--- config.mk ---
export PLATFORM = sky130hd
export DESIGN_NAME = dhp_port
export DESIGN_NICKNAME = d
export VERILOG_FILES = /design/src/hdl/dhp_pkg.sv /design/src/hdl/dhp_port.sv
export SDC_FILE = /design/constraint.sdc
export NUM_CORES = 1
export LEC_CHECK = 0
export BUFFER_PORTS_ARGS = -buffer_cell sky130_fd_sc_hd__buf_4
export CORE_ASPECT_RATIO = 0.6
export CORE_MARGIN = 5
export CORE_UTILIZATION = 49
export DETAILED_ROUTE_END_ITERATION = 8
export GPL_TIMING_DRIVEN = 0
export PLACE_DENSITY_LB_ADDON = 0.3
export RECOVER_POWER = 25
export SYNTH_ARGS = -nofsm -noshare
export SYNTH_HDL_FRONTEND = slang
export SYNTH_SLANG_ARGS = --single-unit
--- constraint.sdc ---
create_clock -name ref_clk_i -period 2 [get_ports ref_clk_i]
set_input_delay 0.4 -clock ref_clk_i [delete_from_list [all_inputs] [get_ports ref_clk_i]]
set_output_delay 0.4 -clock ref_clk_i [all_outputs]
set_load 0.02 [all_outputs]
--- src/hdl/dhp_pkg.sv ---
// Package with constants and the command-class decoder of the host I/O port
// What this block does
// [RULE1] Mask instruction with bit 7 set blocks interrupt requests until cleared
// [RULE2] Master reset clears all state, selects unit zero, command becomes read
// [RULE3] Four skip tests: busy clear, busy set, done clear, done set
// [RULE4] Command write bit 0 clears transfer done, bits 1-4 clear seek attention
// [RULE5] Bits 5-8 pick the command; transfers need start, others pulse or none
// [RULE6] Bits 9-10 pick drive unit 0 to 3 for the command
// [RULE7] Command write reserves the selected drive if not yet reserved
// [RULE8] Small-disk emulation ignores bit 9, so only two units selectable
// [RULE9] Bits 11-15 are reserved; no function attached to them
// [RULE10] Memory-address write loads the start address of next transfer
// [RULE11] For a seek the drive-address word low bits give the cylinder
// [RULE12] For transfers the word gives surface, sector and two's-complement count; read buffers ignores the word
// [RULE13] Host issues exactly one drive-address write per transfer command; the bench issues three after one read, each overwriting the last
// [RULE14] Sector address taken from a five-bit field only, sectors 0 to 31
// [RULE15] Start sets busy, clears done, interrupt, faults, begins transfer
// [RULE16] Pulse sets control full and begins the held non-transfer command; the two alternate-mode commands ignore it
// [RULE17] Clear resets busy, done, flags, interrupt, faults and aborts transfer
package dhp_pkg;

  // Host bit n of the accumulator is word bit 15-n
  localparam int unsigned WORD_W       = 16;
  localparam int unsigned MASK_BIT     = 8;   // host bit 7
  localparam int unsigned XDONE_BIT    = 15;  // host bit 0
  localparam int unsigned ATTN_HI      = 14;  // host bits 1-4
  localparam int unsigned ATTN_LO      = 11;
  localparam int unsigned CMD_HI       = 10;  // host bits 5-8
  localparam int unsigned CMD_LO       = 7;
  localparam int unsigned UNIT_HI      = 6;   // host bits 9-10
  localparam int unsigned UNIT_LO      = 5;
  localparam int unsigned SURF_HI      = 14;  // host bits 1-5
  localparam int unsigned SURF_LO      = 10;
  localparam int unsigned SECT_HI      = 9;   // host bits 6-10
  localparam int unsigned SECT_LO      = 5;
  localparam int unsigned CNT_HI       = 4;   // host bits 11-15
  localparam int unsigned CNT_LO       = 0;
  localparam int unsigned CYL_W        = 10;
  localparam int unsigned NUM_UNITS    = 4;

  // Skip test selects
  localparam logic [1:0] SKIP_NOT_BUSY = 2'h0;
  localparam logic [1:0] SKIP_BUSY     = 2'h1;
  localparam logic [1:0] SKIP_NOT_DONE = 2'h2;
  localparam logic [1:0] SKIP_DONE     = 2'h3;

  // I/O function codes carried with an instruction
  localparam logic [1:0] FN_NONE       = 2'h0;
  localparam logic [1:0] FN_START      = 2'h1;
  localparam logic [1:0] FN_CLEAR      = 2'h2;
  localparam logic [1:0] FN_PULSE      = 2'h3;

  localparam logic [1:0] UNIT_RST      = 2'h0;

  typedef enum logic [3:0] {
    CMD_READ      = 4'h0,
    CMD_RECAL     = 4'h1,
    CMD_SEEK      = 4'h2,
    CMD_STOP      = 4'h3,
    CMD_OFS_FWD   = 4'h4,
    CMD_OFS_REV   = 4'h5,
    CMD_WR_DIS    = 4'h6,
    CMD_RELEASE   = 4'h7,
    CMD_TRESPASS  = 4'h8,
    CMD_ALT1      = 4'h9,
    CMD_ALT2      = 4'ha,
    CMD_EXAM_MEM  = 4'hb,
    CMD_VERIFY    = 4'hc,
    CMD_RD_BUF    = 4'hd,
    CMD_WRITE     = 4'he,
    CMD_FORMAT    = 4'hf
  } dhp_cmd_e;

endpackage

`timescale 1ns/1ps
// Classifies a command code by the function that launches it
module dhp_cmd_class (
  // Command code
  input  wire logic [3:0] cmd_i,
  // Classes
  output logic            is_xfer_o,
  output logic            is_pulse_o,
  output logic            is_alt_o,
  output logic            uses_addr_o
);

  always_comb begin
    // [RULE5] Function classes
    case (cmd_i)
      dhp_pkg::CMD_READ, dhp_pkg::CMD_VERIFY, dhp_pkg::CMD_RD_BUF,
      dhp_pkg::CMD_WRITE, dhp_pkg::CMD_FORMAT: begin
        is_xfer_o  = 1'b1;
        is_pulse_o = 1'b0;
        is_alt_o   = 1'b0;
      end
      dhp_pkg::CMD_ALT1, dhp_pkg::CMD_ALT2: begin
        is_xfer_o  = 1'b0;
        is_pulse_o = 1'b0;
        is_alt_o   = 1'b1;
      end
      default: begin
        is_xfer_o  = 1'b0;
        is_pulse_o = 1'b1;
        is_alt_o   = 1'b0;
      end
    endcase
    // Read buffers moves no disk sectors, so no drive address applies
    uses_addr_o = (cmd_i == dhp_pkg::CMD_READ)  ||
                  (cmd_i == dhp_pkg::CMD_WRITE) ||
                  (cmd_i == dhp_pkg::CMD_FORMAT) ||
                  (cmd_i == dhp_pkg::CMD_VERIFY);
  end

endmodule

--- src/hdl/dhp_port.sv ---
// Host-facing programmed I/O port of a four-drive disk controller
`timescale 1ns/1ps
module dhp_port #(
  parameter int unsigned CYL_W = dhp_pkg::CYL_W
) (
  // Clock, reset, enable
  input  wire logic                 ref_clk_i,
  input  wire logic                 srst_i,
  input  wire logic                 clk_en_i,
  // Host instruction strobes, one cycle each
  input  wire logic                 mask_out_instr_i,
  input  wire logic                 master_reset_instr_i,
  input  wire logic                 command_word_write_i,
  input  wire logic                 mem_addr_write_i,
  input  wire logic                 drive_addr_write_i,
  input  wire logic [1:0]           io_func_i,
  input  wire logic [15:0]          ac_data_i,
  // Skip test
  input  wire logic                 skip_req_i,
  input  wire logic [1:0]           skip_sel_i,
  output logic                      skip_o,
  // Configuration
  input  wire logic                 small_disk_emulation_i,
  // Completion events from the command engine
  input  wire logic                 xfer_complete_i,
  input  wire logic                 ctrl_complete_i,
  input  wire logic [3:0]           seek_complete_i,
  // Status
  output logic                      busy_o,
  output logic                      done_o,
  output logic                      ctrl_full_o,
  output logic                      transfer_done_flag_o,
  output logic [3:0]                seek_attn_o,
  output logic                      int_mask_o,
  output logic                      int_req_o,
  // Command state toward the engine
  output logic [3:0]                cmd_o,
  output logic [1:0]                unit_o,
  output logic [3:0]                reserved_o,
  output logic [1:0]                alt_mode_o,
  output logic [15:0]               mem_addr_o,
  output logic [CYL_W-1:0]          cylinder_o,
  output logic [4:0]                surface_o,
  output logic [4:0]                sector_o,
  output logic [4:0]                count_o,
  output logic                      start_xfer_o,
  output logic                      start_ctrl_o,
  output logic                      abort_o,
  output logic                      fault_clr_o
);

  typedef struct packed {
    logic             skip;
    logic             busy;
    logic             done;
    logic             ctrl_full;
    logic             xdone;
    logic [3:0]       attn;
    logic             mask;
    logic             irq;
    logic [3:0]       cmd;
    logic [1:0]       unit;
    logic [3:0]       rsv;
    logic [1:0]       alt;
    logic [15:0]      maddr;
    logic [CYL_W-1:0] cyl;
    logic [4:0]       surf;
    logic [4:0]       sect;
    logic [4:0]       cnt;
    logic             st_x;
    logic             st_c;
    logic             abrt;
    logic             fclr;
  } dhp_state_s;

  dhp_state_s st_q;
  dhp_state_s st_d;

  logic       is_xfer;
  logic       is_pulse;
  logic       is_alt;
  logic       uses_addr;
  logic [3:0] wr_cmd;
  logic [1:0] wr_unit;

  // [RULE9] Reserved bits 11-15 reach no command-write logic
  assign wr_cmd  = ac_data_i[dhp_pkg::CMD_HI:dhp_pkg::CMD_LO];
  // [RULE8] Bit 9 dropped under emulation
  assign wr_unit = {ac_data_i[dhp_pkg::UNIT_HI] & ~small_disk_emulation_i,
                    ac_data_i[dhp_pkg::UNIT_LO]};

  // Classes of the held command, which start and pulse act on
  dhp_cmd_class u_class (
    .cmd_i       (st_q.cmd),
    .is_xfer_o   (is_xfer),
    .is_pulse_o  (is_pulse),
    .is_alt_o    (is_alt),
    .uses_addr_o (uses_addr)
  );

  always_comb begin
    st_d      = st_q;
    st_d.skip = 1'b0;
    st_d.st_x = 1'b0;
    st_d.st_c = 1'b0;
    st_d.abrt = 1'b0;
    st_d.fclr = 1'b0;

    // [RULE3] Skip tests
    if (skip_req_i) begin
      case (skip_sel_i)
        dhp_pkg::SKIP_NOT_BUSY: st_d.skip = ~st_q.busy;
        dhp_pkg::SKIP_BUSY:     st_d.skip = st_q.busy;
        dhp_pkg::SKIP_NOT_DONE: st_d.skip = ~st_q.done;
        default:                st_d.skip = st_q.done;
      endcase
    end

    // [RULE1] Interrupt mask
    if (mask_out_instr_i) begin
      st_d.mask = ac_data_i[dhp_pkg::MASK_BIT];
    end

    // A release frees its unit; a same-cycle command write selecting that unit re-reserves it
    if (st_q.cmd == dhp_pkg::CMD_RELEASE && st_q.st_c) begin
      st_d.rsv[st_q.unit] = 1'b0;
    end

    if (command_word_write_i) begin
      // [RULE4] Flag clears; host bit 1 is unit 0, so the order flips
      if (ac_data_i[dhp_pkg::XDONE_BIT]) begin
        st_d.xdone = 1'b0;
      end
      for (int u = 0; u < dhp_pkg::NUM_UNITS; u++) begin
        if (ac_data_i[dhp_pkg::ATTN_HI - u]) begin
          st_d.attn[u] = 1'b0;
        end
      end
      // [RULE5] Command capture
      st_d.cmd  = wr_cmd;
      // [RULE6] Drive selection
      st_d.unit = wr_unit;
      // [RULE7] Reserve drive
      st_d.rsv[wr_unit] = 1'b1;
      st_d.alt = 2'h0;
      if (wr_cmd == dhp_pkg::CMD_ALT1) begin
        st_d.alt = 2'h1;
      end else if (wr_cmd == dhp_pkg::CMD_ALT2) begin
        st_d.alt = 2'h2;
      end
    end

    // [RULE10] Start address load
    if (mem_addr_write_i) begin
      st_d.maddr = ac_data_i;
    end

    if (drive_addr_write_i) begin
      // [RULE11] Cylinder for seek
      if (st_q.cmd == dhp_pkg::CMD_SEEK) begin
        st_d.cyl = ac_data_i[CYL_W-1:0];
      end else if (uses_addr) begin
        // [RULE12] Surface, sector, count
        st_d.surf = ac_data_i[dhp_pkg::SURF_HI:dhp_pkg::SURF_LO];
        // [RULE14] Five-bit sector
        st_d.sect = ac_data_i[dhp_pkg::SECT_HI:dhp_pkg::SECT_LO];
        st_d.cnt  = ac_data_i[dhp_pkg::CNT_HI:dhp_pkg::CNT_LO];
      end
    end

    // Completion first, so a same-cycle pulse keeps control full set
    if (ctrl_complete_i) begin
      st_d.ctrl_full = 1'b0;
    end

    case (io_func_i)
      dhp_pkg::FN_START: begin
        // [RULE15] Start function
        if (is_xfer) begin
          st_d.busy = 1'b1;
          st_d.done = 1'b0;
          st_d.fclr = 1'b1;
          st_d.st_x = 1'b1;
        end
      end
      dhp_pkg::FN_PULSE: begin
        // [RULE16] Pulse function
        if (is_pulse) begin
          st_d.ctrl_full = 1'b1;
          st_d.st_c      = 1'b1;
        end
      end
      dhp_pkg::FN_CLEAR: begin
        // [RULE17] Clear function
        st_d.busy  = 1'b0;
        st_d.done  = 1'b0;
        st_d.abrt  = 1'b1;
        st_d.fclr  = 1'b1;
        st_d.xdone = 1'b0;
        st_d.attn  = 4'h0;
      end
      default: begin
      end
    endcase

    // Engine events come last so a set beats a same-cycle clear
    if (xfer_complete_i) begin
      st_d.busy  = 1'b0;
      st_d.done  = 1'b1;
      st_d.xdone = 1'b1;
    end
    if (|seek_complete_i) begin
      st_d.attn = st_d.attn | seek_complete_i;
      st_d.done = 1'b1;
    end
    // [RULE1] Request only while unmasked; cleared with done
    st_d.irq = st_d.done & ~st_d.mask;

    // [RULE2] Master reset
    if (master_reset_instr_i) begin
      st_d      = '0;
      st_d.unit = dhp_pkg::UNIT_RST;
      st_d.cmd  = dhp_pkg::CMD_READ;
    end
  end

  always_ff @(posedge ref_clk_i) begin
    if (srst_i) begin
      st_q <= '0;
    end else if (clk_en_i) begin
      st_q <= st_d;
    end
  end

  assign skip_o               = st_q.skip;
  assign busy_o               = st_q.busy;
  assign done_o               = st_q.done;
  assign ctrl_full_o          = st_q.ctrl_full;
  assign transfer_done_flag_o = st_q.xdone;
  assign seek_attn_o          = st_q.attn;
  assign int_mask_o           = st_q.mask;
  assign int_req_o            = st_q.irq;
  assign cmd_o                = st_q.cmd;
  assign unit_o               = st_q.unit;
  assign reserved_o           = st_q.rsv;
  assign alt_mode_o           = st_q.alt;
  assign mem_addr_o           = st_q.maddr;
  assign cylinder_o           = st_q.cyl;
  assign surface_o            = st_q.surf;
  assign sector_o             = st_q.sect;
  assign count_o              = st_q.cnt;
  assign start_xfer_o         = st_q.st_x;
  assign start_ctrl_o         = st_q.st_c;
  assign abort_o              = st_q.abrt;
  assign fault_clr_o          = st_q.fclr;

  // Checks
  property p_mask_blocks;
    @(posedge ref_clk_i) disable iff (srst_i)
      int_mask_o |-> !int_req_o;
  endproperty
  a_mask_blocks: assert property (p_mask_blocks) // [RULE1]
    else $error("interrupt request while masked");

  property p_mreset;
    @(posedge ref_clk_i) disable iff (srst_i)
      clk_en_i && master_reset_instr_i |=>
        cmd_o == 4'h0 && unit_o == 2'h0 && !busy_o && !done_o;
  endproperty
  a_mreset: assert property (p_mreset) // [RULE2]
    else $error("master reset left state behind");

  property p_skip_busy;
    @(posedge ref_clk_i) disable iff (srst_i)
      clk_en_i && skip_req_i && skip_sel_i == 2'h1 &&
      !master_reset_instr_i |=> skip_o == $past(busy_o);
  endproperty
  a_skip_busy: assert property (p_skip_busy) // [RULE3]
    else $error("skip on busy wrong");

  property p_skip_ndone;
    @(posedge ref_clk_i) disable iff (srst_i)
      clk_en_i && skip_req_i && skip_sel_i == 2'h2 &&
      !master_reset_instr_i |=> skip_o != $past(done_o);
  endproperty
  a_skip_ndone: assert property (p_skip_ndone) // [RULE3]
    else $error("skip on done clear wrong");

  property p_attn_clr;
    @(posedge ref_clk_i) disable iff (srst_i)
      clk_en_i && command_word_write_i && !master_reset_instr_i &&
      ac_data_i[14] && !seek_complete_i[0] |=> !seek_attn_o[0];
  endproperty
  a_attn_clr: assert property (p_attn_clr) // [RULE4]
    else $error("unit 0 attention not cleared");

  property p_unit_emul;
    @(posedge ref_clk_i) disable iff (srst_i)
      clk_en_i && command_word_write_i && small_disk_emulation_i &&
      !master_reset_instr_i |=> !unit_o[1];
  endproperty
  a_unit_emul: assert property (p_unit_emul) // [RULE8]
    else $error("upper unit selected under emulation");

  property p_reserve;
    @(posedge ref_clk_i) disable iff (srst_i)
      clk_en_i && command_word_write_i && !master_reset_instr_i |=>
        reserved_o[unit_o];
  endproperty
  a_reserve: assert property (p_reserve) // [RULE7]
    else $error("selected drive not reserved");

  property p_start;
    @(posedge ref_clk_i) disable iff (srst_i)
      clk_en_i && io_func_i == 2'h1 && !master_reset_instr_i &&
      (cmd_o == 4'h0 || cmd_o >= 4'hc) && !xfer_complete_i &&
      !(|seek_complete_i) |=>
        start_xfer_o && busy_o && !done_o && fault_clr_o;
  endproperty
  a_start: assert property (p_start) // [RULE15]
    else $error("start pulse without busy");

  property p_pulse;
    @(posedge ref_clk_i) disable iff (srst_i)
      start_ctrl_o |-> ctrl_full_o;
  endproperty
  a_pulse: assert property (p_pulse) // [RULE16]
    else $error("control full not set by pulse");

  property p_clear;
    @(posedge ref_clk_i) disable iff (srst_i)
      clk_en_i && io_func_i == 2'h2 && !master_reset_instr_i &&
      !xfer_complete_i && !(|seek_complete_i) |=>
        !busy_o && !done_o && abort_o && !int_req_o;
  endproperty
  a_clear: assert property (p_clear) // [RULE17]
    else $error("clear function incomplete");

endmodule

Yosys cells after proc, flatten, opt, wreduce, memory -nomap -nowiden. Cells that the tools add are included.

Logic and storage cells: 117. Input bits: 36. Output and inout bits: 68. Memories: 0. Bits in writable memories: 0. Bits in read-only memories: 0. Flip-flop bits (word level): 68. Latch bits: 0.

Shift operators: 0. $add $sub $neg: 0. Magnitude comparators: 4. Div/mod/pow operators: 0. Reductions and logical operators: 25. $mul: 0. Mux-type cells: 40. Bitwise operators: 10. Eq/ne operators: 17.

Operators with widths (count): two-way mux 68 bit (1); == test 4 bit, second input constant (8); two-way mux 15 bit (2); two-way mux 25 bit (1); two-way mux 1 bit (20); two-way mux 16 bit (1); two-way mux 12 bit (1); nonzero test 4 bit (3); two-way mux 10 bit (1); two-way mux 5 bit (2); nonzero test 2 bit (5); AND reduction 3 bit (3); two-way mux 2 bit (4); two-way mux 4 bit (2); bitwise OR 4 bit (2); OR reduction 7 bit (1); == test 2 bit, second input constant (3); < comparator 2 x 3 -> 1 bit, second input constant (2); OR reduction 5 bit (1); AND 4 bit (1); demux 1 bit (select 2 bit) (2); == test 2 x 1 -> 1 bit, second input constant (2); == test 4 x 2 -> 1 bit, second input constant (1); == test 4 x 3 -> 1 bit, second input constant (1); 16 further kinds (26).

Depth between registers and ports, before layout. Gate-level depths: netlist of the first run.

Depth after elaboration: 10. Depth in mapped cells: 6. Depth with buffers taken out: 6.

Hierarchy. Synthesis of the first run repeated with hierarchy kept, for this count alone.

Cells, all modules: 358. Area total of the unflattened synthesis: 2965.3 um2.

By module, submodules not included: dhp_port (cells an instance 348, instances 1, seq. area each 1361.3 um2, area an instance 2894.0 um2); dhp_cmd_class (cells an instance 10, instances 1, seq. area each 0.0 um2, area an instance 71.3 um2).

Worst setup path after synthesis of the first run. No wires, ideal clock.

Path kind: flip-flop to flip-flop. From: register st_q, in the netlist cmd_o[3]. To: register st_q, in the netlist sector_o[1]. Path slack: 0.376 ns. Required time: 1.870 ns. Period minus slack after synthesis: 1.624 ns. Stages on the path, launching flop included: 6. Arrival time: 1.494 ns. Cells stage by stage: dfxtp_1 -> or4_4 -> o21ai_2 -> a31o_4 -> buf_8 -> o32ai_1.

Longest elaborated chain between the ends: 6. Elaborated cells between the ends (all ways): 11. Classes of those cells: eq/ne (5); reduce/logical (6).

RTL lines: from (decl) (RTL line dhp_port.sv:76) `dhp_state_s st_q;`; from (signal assigned) (RTL line dhp_port.sv:231) `st_q <= st_d;`; == test 4 bit / logical NOT 4 bit (equally long branches) (RTL line dhp_pkg.sv:110, dhp_pkg.sv:109); logical OR 1 bit (RTL line dhp_pkg.sv:109) `uses_addr_o = (cmd_i == dhp_pkg::CMD_READ) ||`; logical OR 1 bit (RTL line dhp_pkg.sv:110) `(cmd_i == dhp_pkg::CMD_WRITE) ||`; logical OR 1 bit (RTL line dhp_pkg.sv:111) `(cmd_i == dhp_pkg::CMD_FORMAT) ||`; nonzero test 2 bit (no source line); AND reduction 4 bit (no source line) *.

Every way passes the cells marked *; elsewhere a longest branch is shown, timed or not. A chain may end at the register's enable or synchronous reset.

Final worst setup path of the first run.
From: register st_q, in the netlist cmd_o[3]. To: register st_q, in the netlist cylinder_o[0].

Longest elaborated chain between the ends: 3.

RTL lines: == test 4 x 2 -> 1 bit (RTL line dhp_port.sv:160) `if (st_q.cmd == dhp_pkg::CMD_SEEK) begin`; nonzero test 2 bit (no source line); AND reduction 3 bit (no source line).

Every way passes these cells.

==> results of run 1 <==
-- cells in the final DEF (no fill, tap or decap), types with 2 or more instances in the layout --
master     count
a211oi_1       4
a21oi_1       24
a22oi_1       21
a32oi_1        4
and2_1         2
and2b_2        2
buf_2          2
buf_4         67
bufinv_16      2
clkbuf_1      53
clkbuf_8      10
clkinv_2       4
dfxtp_1       68
ha_1           3
inv_1         19
nand2_1       17
nand2b_1      16
nand3_1        2
nand4_1        2
nand4b_1       9
nor2_1        30
o21ai_0       23
o21ai_1        2
o311ai_0       2
o31ai_1        4
o32ai_1       15
or4_1          3
-- final timing paths --
kind	start	end	slack, ns
worst min-delay path	ac_data_i[5]	reserved_o[2]$_SDFFE_PP0P_	0.31
worst max-delay path	cmd_o[3]$_SDFFE_PP0P_	cylinder_o[0]$_SDFFE_PP0P_	0.18
worst max register to register	cmd_o[3]$_SDFFE_PP0P_	cylinder_o[0]$_SDFFE_PP0P_	0.18
worst min register to register	int_req_o$_SDFFE_PP0P_	int_req_o$_SDFFE_PP0P_	0.45
-- per-layer routing --
layer  track usage  routed length (um)  vias up
met1        0.3530                4104     1412
met5             0                   0        -
li1              -                   -     1372
met2        0.3533                3949      181
met3       0.08769                1031       20
met4       0.07703                 158        0
-- worst reg2reg max path, stage by stage, from the launching register on --
cell and delay (ns):
dfxtp_1 0.44, and2b_2 0.30, a31oi_1 0.28, clkbuf_1 0.34, o21ai_0 0.18, a21oi_1 0.21
-- stage by stage --
| stage | utilization | area, um2 | total power, uW |
|---|---|---|---|
| 3_3_place_gp | 0.6613 | 3701 | 1855 |
| 2_1_floorplan | - | 2843 | 1666 |
| 4_1_cts | 0.6977 | 3905 | 3042 |
| 5_1_grt | 0.6749 | 3777 | 3127 |
| 3_5_place_dp | 0.6613 | 3701 | 1865 |
| 6_report | 0.6749 | 3777 | 3026 |
-- registers in the layout (all words and copies together) (netlist names), 2 cells and up --
name         cells
alt_mode_o       2
cmd_o            4
count_o          5
cylinder_o      10
mem_addr_o      16
reserved_o       4
sector_o         5
seek_attn_o      4
surface_o        5
unit_o           2
-- logic make-up (layout without fill, tap and decap cells) --
family | after synthesis | count (layout)
xor+xnor | 1 | 1
simple gates | 91 | 91
buf+inv | 42 | 158
mux | 2 | 2
compound gates | 108 | 108
flops | 68 | 68
fa+ha+maj | 3 | 3
-- layout make-up --
class                   count  area share
plain buffers              23     0.02915
flip-flops and latches     68      0.3604
well taps                  80     0.02650
clock inverters             6     0.02120
clock buffers               9     0.03279
inverters                  19     0.01888
multi-input cells         205      0.3442
repair buffers            101      0.1669
-- report_power, final --
group          internal, uW  leakage [uW]  switching (uW)
logic                   154      0.000780             252
clock network           686      0.000109             514
registers              1390      0.000552            27.2
total                  2230       0.00144             793
==> qor.csv, run 1 <==
stage;metric;value;unit
power;p_leak;0.001441;uW
min_path;hold_depth;2;
layout;fillers;496;
cts;cts-root-buf;clkbuf_8;
detailed_routing;ant_nets;0;
detailed_routing;wire_per_inst;18.09;um
synthesis;synth_cell_types;45;
cts;clock_latency;0.35;ns
synthesis;synth_commonest_cells;dfxtp_1, nor2_1, a21oi_1;
critical_path;cp-start-kind;flip-flop;
place;numPlacedInstances;496;
detailed_routing;drt-total-wl;9243;um
detailed_routing;post-route-drc-count;0;
cts;cts_tree;built;
critical_path;crit_required;2.26;ns
synthesis;synth_seq_area_share;0.4789;
critical_path;critical_path.max_stage_delay;0.44;ns
synthesis;postSynth.topFlopCell;dfxtp_1;
cts;h-tree-depth;3;
critical_path;path_buf_inv;1;
critical_path;cp-end-kind;flip-flop;
min_path;hold_path_class;input pin to flip-flop;
grt;grt_max_degree;12;
grt;first_global_vias;2848;
grt;grt_pass1_wl;14520;um
critical_path;crit_family;compound AO/OA/AOI/OAI gates;
cts;cts_setup_buffers;0;
place;hpwl;6963;um
floorplan;io_pins;104;
synthesis;avgSynthCellArea;9.025;um2
timing;hold_violations;0;
timing;relSlewSlack;0.5971;
timing;slew_viol_final;0;
synthesis;synth_top_family_by_area;compound AO/OA/AOI/OAI gates;
detailed_routing;vias;2985;
synthesis;synth_edf_count;0;
floorplan;row_count;21;
synthesis;synth.area.mux_share;0.007482;
critical_path;path_class;flip-flop to flip-flop;
timing;layout_setup_ws;0.1774;ns
run_status;status;finished clean;
floorplan;start_util;0.5079;
critical_path;cp_max_fo;10;
grt;grt-ovfl-total;0;
power;power.density;801.0;nW/um2
synthesis;synth_area;2843;um2
synthesis;synth_compound_area_frac;0.2570;
layout;drive_above_1_share;0.2204;
timing;max_freq;548.7;MHz
layout;syn_to_final_growth;32.88;%
floorplan;coreArea;5597;um2
cts;path_clk_slew;0.07;ns
cts;numCtsBuffers;9;
synthesis;yosysMostFrequentCell;dfxtp_1;
critical_path;reg2reg_depth;5;
synthesis;ys_ff_latch;68;
synthesis;syn_nets;354;
grt;grt_usage;0.2491;
critical_path;cp_cell_sequence;and2b_2 > a31oi_1 > clkbuf_1 > o21ai_0 > a21oi_1;
cts;clock_sinks;68;
run;max_cap_viol_count;0;
floorplan;die_area;7475;um2
place;place_congestion;0.8591;
layout;final_cells;511;
timing;setup_viol;0;
layout;num_antenna_cells;0;
synthesis;synthCells;315;
critical_path;cp_slowest_cell;dfxtp_1;
layout;regArea;1361;um2
grt;antenna_found_initial;0;
timing;rsz0062_at_grt;false;
place;port_buffers;101;
critical_path;arrival;2.08;ns
synthesis;synth_warnings;0;
timing;fin_crit_sh;0.9113;
timing;clock_skew;0.006513;ns
timing;whs;0.3112;ns
place;dp_slack;0.1625;ns
cts;holdBufCountCts;0;
detailed_routing;vias_per_cell;5.841;
synthesis;async_flop_share;0;
synthesis;synth_top_area_share;0.4789;
layout;multi_input_area;1300;um2
synthesis;synth_top_area_cell;dfxtp_1;
layout;nNetsFinal;466;
critical_path;worst-path-stages;5;
timing;period_minus_slack;1.823;ns
synthesis;yosys.area_share.simple;0.1765;
floorplan;die_width;108.3;um
power;ir_drop;441.2;uV
detailed_routing;dr.pass1.iters;5;
cts;post_cts_resized;0;
synthesis;synth-xor-area-share;0.003081;
floorplan;chipHeight;69;um
synthesis;synthAdderAreaFrac;0.01320;
timing;fin_tns_setup;0;ns
cts;clockBufferDepth;2;
timing;tightest_slew;0.6044;ns
synthesis;yosys-top-cells-area;dfxtp_1, a22oi_1, o32ai_1, a21oi_1, o21ai_0;
detailed_routing;drt_iter0_drc;320;
No activity file was read; power rests on OpenSTA's default activity.
==> inputs of run 2 (changes only) <==
- BUFFER_PORTS_ARGS: -buffer_cell sky130_fd_sc_hd__buf_4 -> -buffer_cell sky130_fd_sc_hd__buf_2
==> run 2 against run 1 <==
Against the previous run: critical path depth stayed put; register-to-register slack improved by 0.02 ns; count of clock-buffer cells in the layout grew 4; critical endpoint is now cylinder_o[2]$_SDFFE_PP0P_; die area stayed put; core utilization is 3.4 points lower; sequential cell count is the same; clock skew about the same.
==> qor.csv, run 2 (synthesis gave the netlist of run 1 again) <==
stage;metric;value;unit;change
run_status;status;finished clean;;
floorplan;coreArea;5597;um2;unchanged
power;power.total;2874;uW;-5.0%
layout;nNetsFinal;466;;unchanged
min_path;hold_path_class;input pin to flip-flop;;
critical_path;crit_required;2.26;ns;about the same
detailed_routing;wire_per_inst;17.29;um;-4.4%
layout;mostFrequentLayoutCell;buf_2;;
layout;drive_above_1_share;0.2135;;-0.006961
place;place_congestion;0.8908;;+3.7%
cts;h-tree-depth;3;;unchanged
detailed_routing;vias_per_cell;5.777;;-1.1%
critical_path;cp-end-kind;flip-flop;;
critical_path;crit_family;compound AO/OA/AOI/OAI gates;;
floorplan;start_util;0.5079;;unchanged
timing;clock_skew;0.006841;ns;+0.0003282 ns
cts;holdBufCountCts;0;;unchanged
place;port_buffers;101;;unchanged
critical_path;cp_cell_sequence;and2b_2 > a31oi_1 > clkbuf_1 > o21ai_0 > a21oi_1;;
grt;first_global_vias;2699;;-5.2%
cts;post_cts_resized;0;;unchanged
detailed_routing;drt-total-wl;8834;um;-4.4%
critical_path;cp-start-kind;flip-flop;;
floorplan;chipHeight;69;um;unchanged
layout;largest_reg_flops;16;;unchanged
floorplan;io_pins;104;;unchanged
min_path;holdCritStartpoint;seek_complete_i[0];;
timing;tightest_slew;0.6401;ns;+0.03570 ns
detailed_routing;post-route-drc-count;0;;unchanged
place;hpwl;6644;um;-4.6%
grt;grt-ovfl-total;0;;unchanged
power;p_leak;0.001402;uW;-2.7%
timing;rsz0062_at_grt;false;;
critical_path;path_class;flip-flop to flip-flop;;
detailed_routing;drt_iter0_drc;279;;-13%
detailed_routing;vias;2952;;-1.1%
min_path;min_to;seek_attn_o[0]$_SDFFE_PP0P_;;
grt;grt_max_degree;11;;-1
floorplan;die_width;108.3;um;unchanged
critical_path;cp_max_fo;10;;unchanged
critical_path;path_buf_inv;1;;unchanged
critical_path;critical_path.max_stage_delay;0.45;ns;about the same
min_path;hold_depth;3;;+1
detailed_routing;dr.pass1.iters;5;;unchanged
cts;path_clk_slew;0.07;ns;about the same
critical_path;r2r-end;cylinder_o[2]$_SDFFE_PP0P_;;
grt;antenna_found_initial;0;;unchanged
layout;syn_to_final_growth;26.23;%;
timing;max_freq;556.2;MHz;+1.4%
timing;slew_viol_final;0;;unchanged
timing;whs;0.3255;ns;+0.01427 ns
critical_path;cp_slowest_cell;dfxtp_1;;
floorplan;row_count;21;;unchanged
critical_path;r2r_start;cmd_o[3]$_SDFFE_PP0P_;;
cts;clock_sinks;68;;unchanged
cts;clock_latency;0.34;ns;about the same
layout;num_antenna_cells;0;;unchanged
critical_path;reg2reg_depth;5;;unchanged
power;power.density;800.9;nW/um2;about the same
timing;setup_viol;0;;unchanged
cts;numCtsBuffers;9;;unchanged
detailed_routing;ant_nets;0;;unchanged
timing;relSlewSlack;0.5704;;-0.02666
cts;clockBufferDepth;2;;unchanged
timing;hold_violations;0;;unchanged
run;max_cap_viol_count;0;;unchanged
timing;period_minus_slack;1.798;ns;-0.02459 ns
grt;grt_usage;0.2352;;-0.01389
timing;fin_tns_setup;0;ns;unchanged
cts;cts_tree;built;;
timing;fin_crit_sh;0.8990;;-0.01229
critical_path;arrival;2.06;ns;-0.02 ns
cts;cts-root-buf;clkbuf_8;;
cts;cts_setup_buffers;0;;unchanged
layout;mostFrequentLayoutCells;buf_2, dfxtp_1, clkbuf_1;;
grt;grt_pass1_wl;13860;um;-4.6%
floorplan;die_area;7475;um2;unchanged
power;ir_drop;419.9;uV;-4.8%
critical_path;regToRegSetupSlack;0.20;ns;+0.02 ns
[run 2: cell types whose count changed in the layout (fill, tap and decap cells not counted)]
cell | before | now
clkbuf_1 | 53 | 55
nor2b_2 | 1 | 0
bufinv_16 | 2 | 1
clkbuf_8 | 10 | 11
nor2b_1 | 0 | 1
clkinv_2 | 4 | 1
buf_4 | 67 | 0
buf_2 | 2 | 70
[run 2: worst min-delay path, stage by stage]
cell and delay [ns]:
buf_2 0.10, nand2_1 0.06, a21oi_1 0.06
[run 2: routing by layer]
layer | share of wire | routed length [um] | track usage
met5 | 0 | 0 | 0
met4 | 0.011 | 95 | 0.06863
met3 | 0.12 | 1069 | 0.08862
met2 | 0.41 | 3614 | 0.3154
met1 | 0.46 | 4054 | 0.3464
[run 2: worst max-delay path by stage]
| stage | startpoint | to | cells past startpoint | slack, ns |
|---|---|---|---|---|
| 6_report | cmd_o[3]$_SDFFE_PP0P_ | cylinder_o[2]$_SDFFE_PP0P_ | 5 | 0.20 |
| 5_1_grt | cmd_o[3]$_SDFFE_PP0P_ | cylinder_o[2]$_SDFFE_PP0P_ | 5 | 0.12 |
| 4_1_cts | cmd_o[3]$_SDFFE_PP0P_ | cylinder_o[2]$_SDFFE_PP0P_ | 5 | 0.26 |
| 3_5_place_dp | srst_i | abort_o$_SDFFE_PP0P_ | 4 | 0.16 |
| 3_3_place_gp | master_reset_instr_i | int_mask_o$_SDFFE_PP0P_ | 6 | 0.18 |
| 2_1_floorplan | cmd_o[3]$_SDFFE_PP0P_ | sector_o[1]$_SDFFE_PP0P_ | 5 | 0.38 |
[run 2: layout make-up]
class,count,area (um2)
fillers,517,2008
flip-flops and latches,68,1361
multi-input cells,205,1297
repair buffers,101,464.2
clock buffers,13,148.9
plain buffers,23,110.1
well taps,80,100.1
inverters,19,71.32
clock inverters,2,35.03
[run 2: where the power goes]
| group | internal [uW] | switching [uW] | total [uW] |
|---|---|---|---|
| Sequential | 1390 | 25.4 | 1420 |
| Clock | 603 | 480 | 1080 |
| Combinational | 125 | 247 | 373 |
[run 2: per-stage QoR]
step / cell area [um2] / utilization / setup WS, ns / instances
global placement: 3448 / 0.6161 / 0.1785 / 496
CTS: 3632 / 0.6490 / 0.2643 / 511
global route: 3588 / 0.6412 / 0.1166 / 511
finish: 3588 / 0.6412 / 0.2020 / 511
floorplan: 2843 / - / 0.3763 / 315
detailed placement: 3448 / 0.6161 / 0.1565 / 496
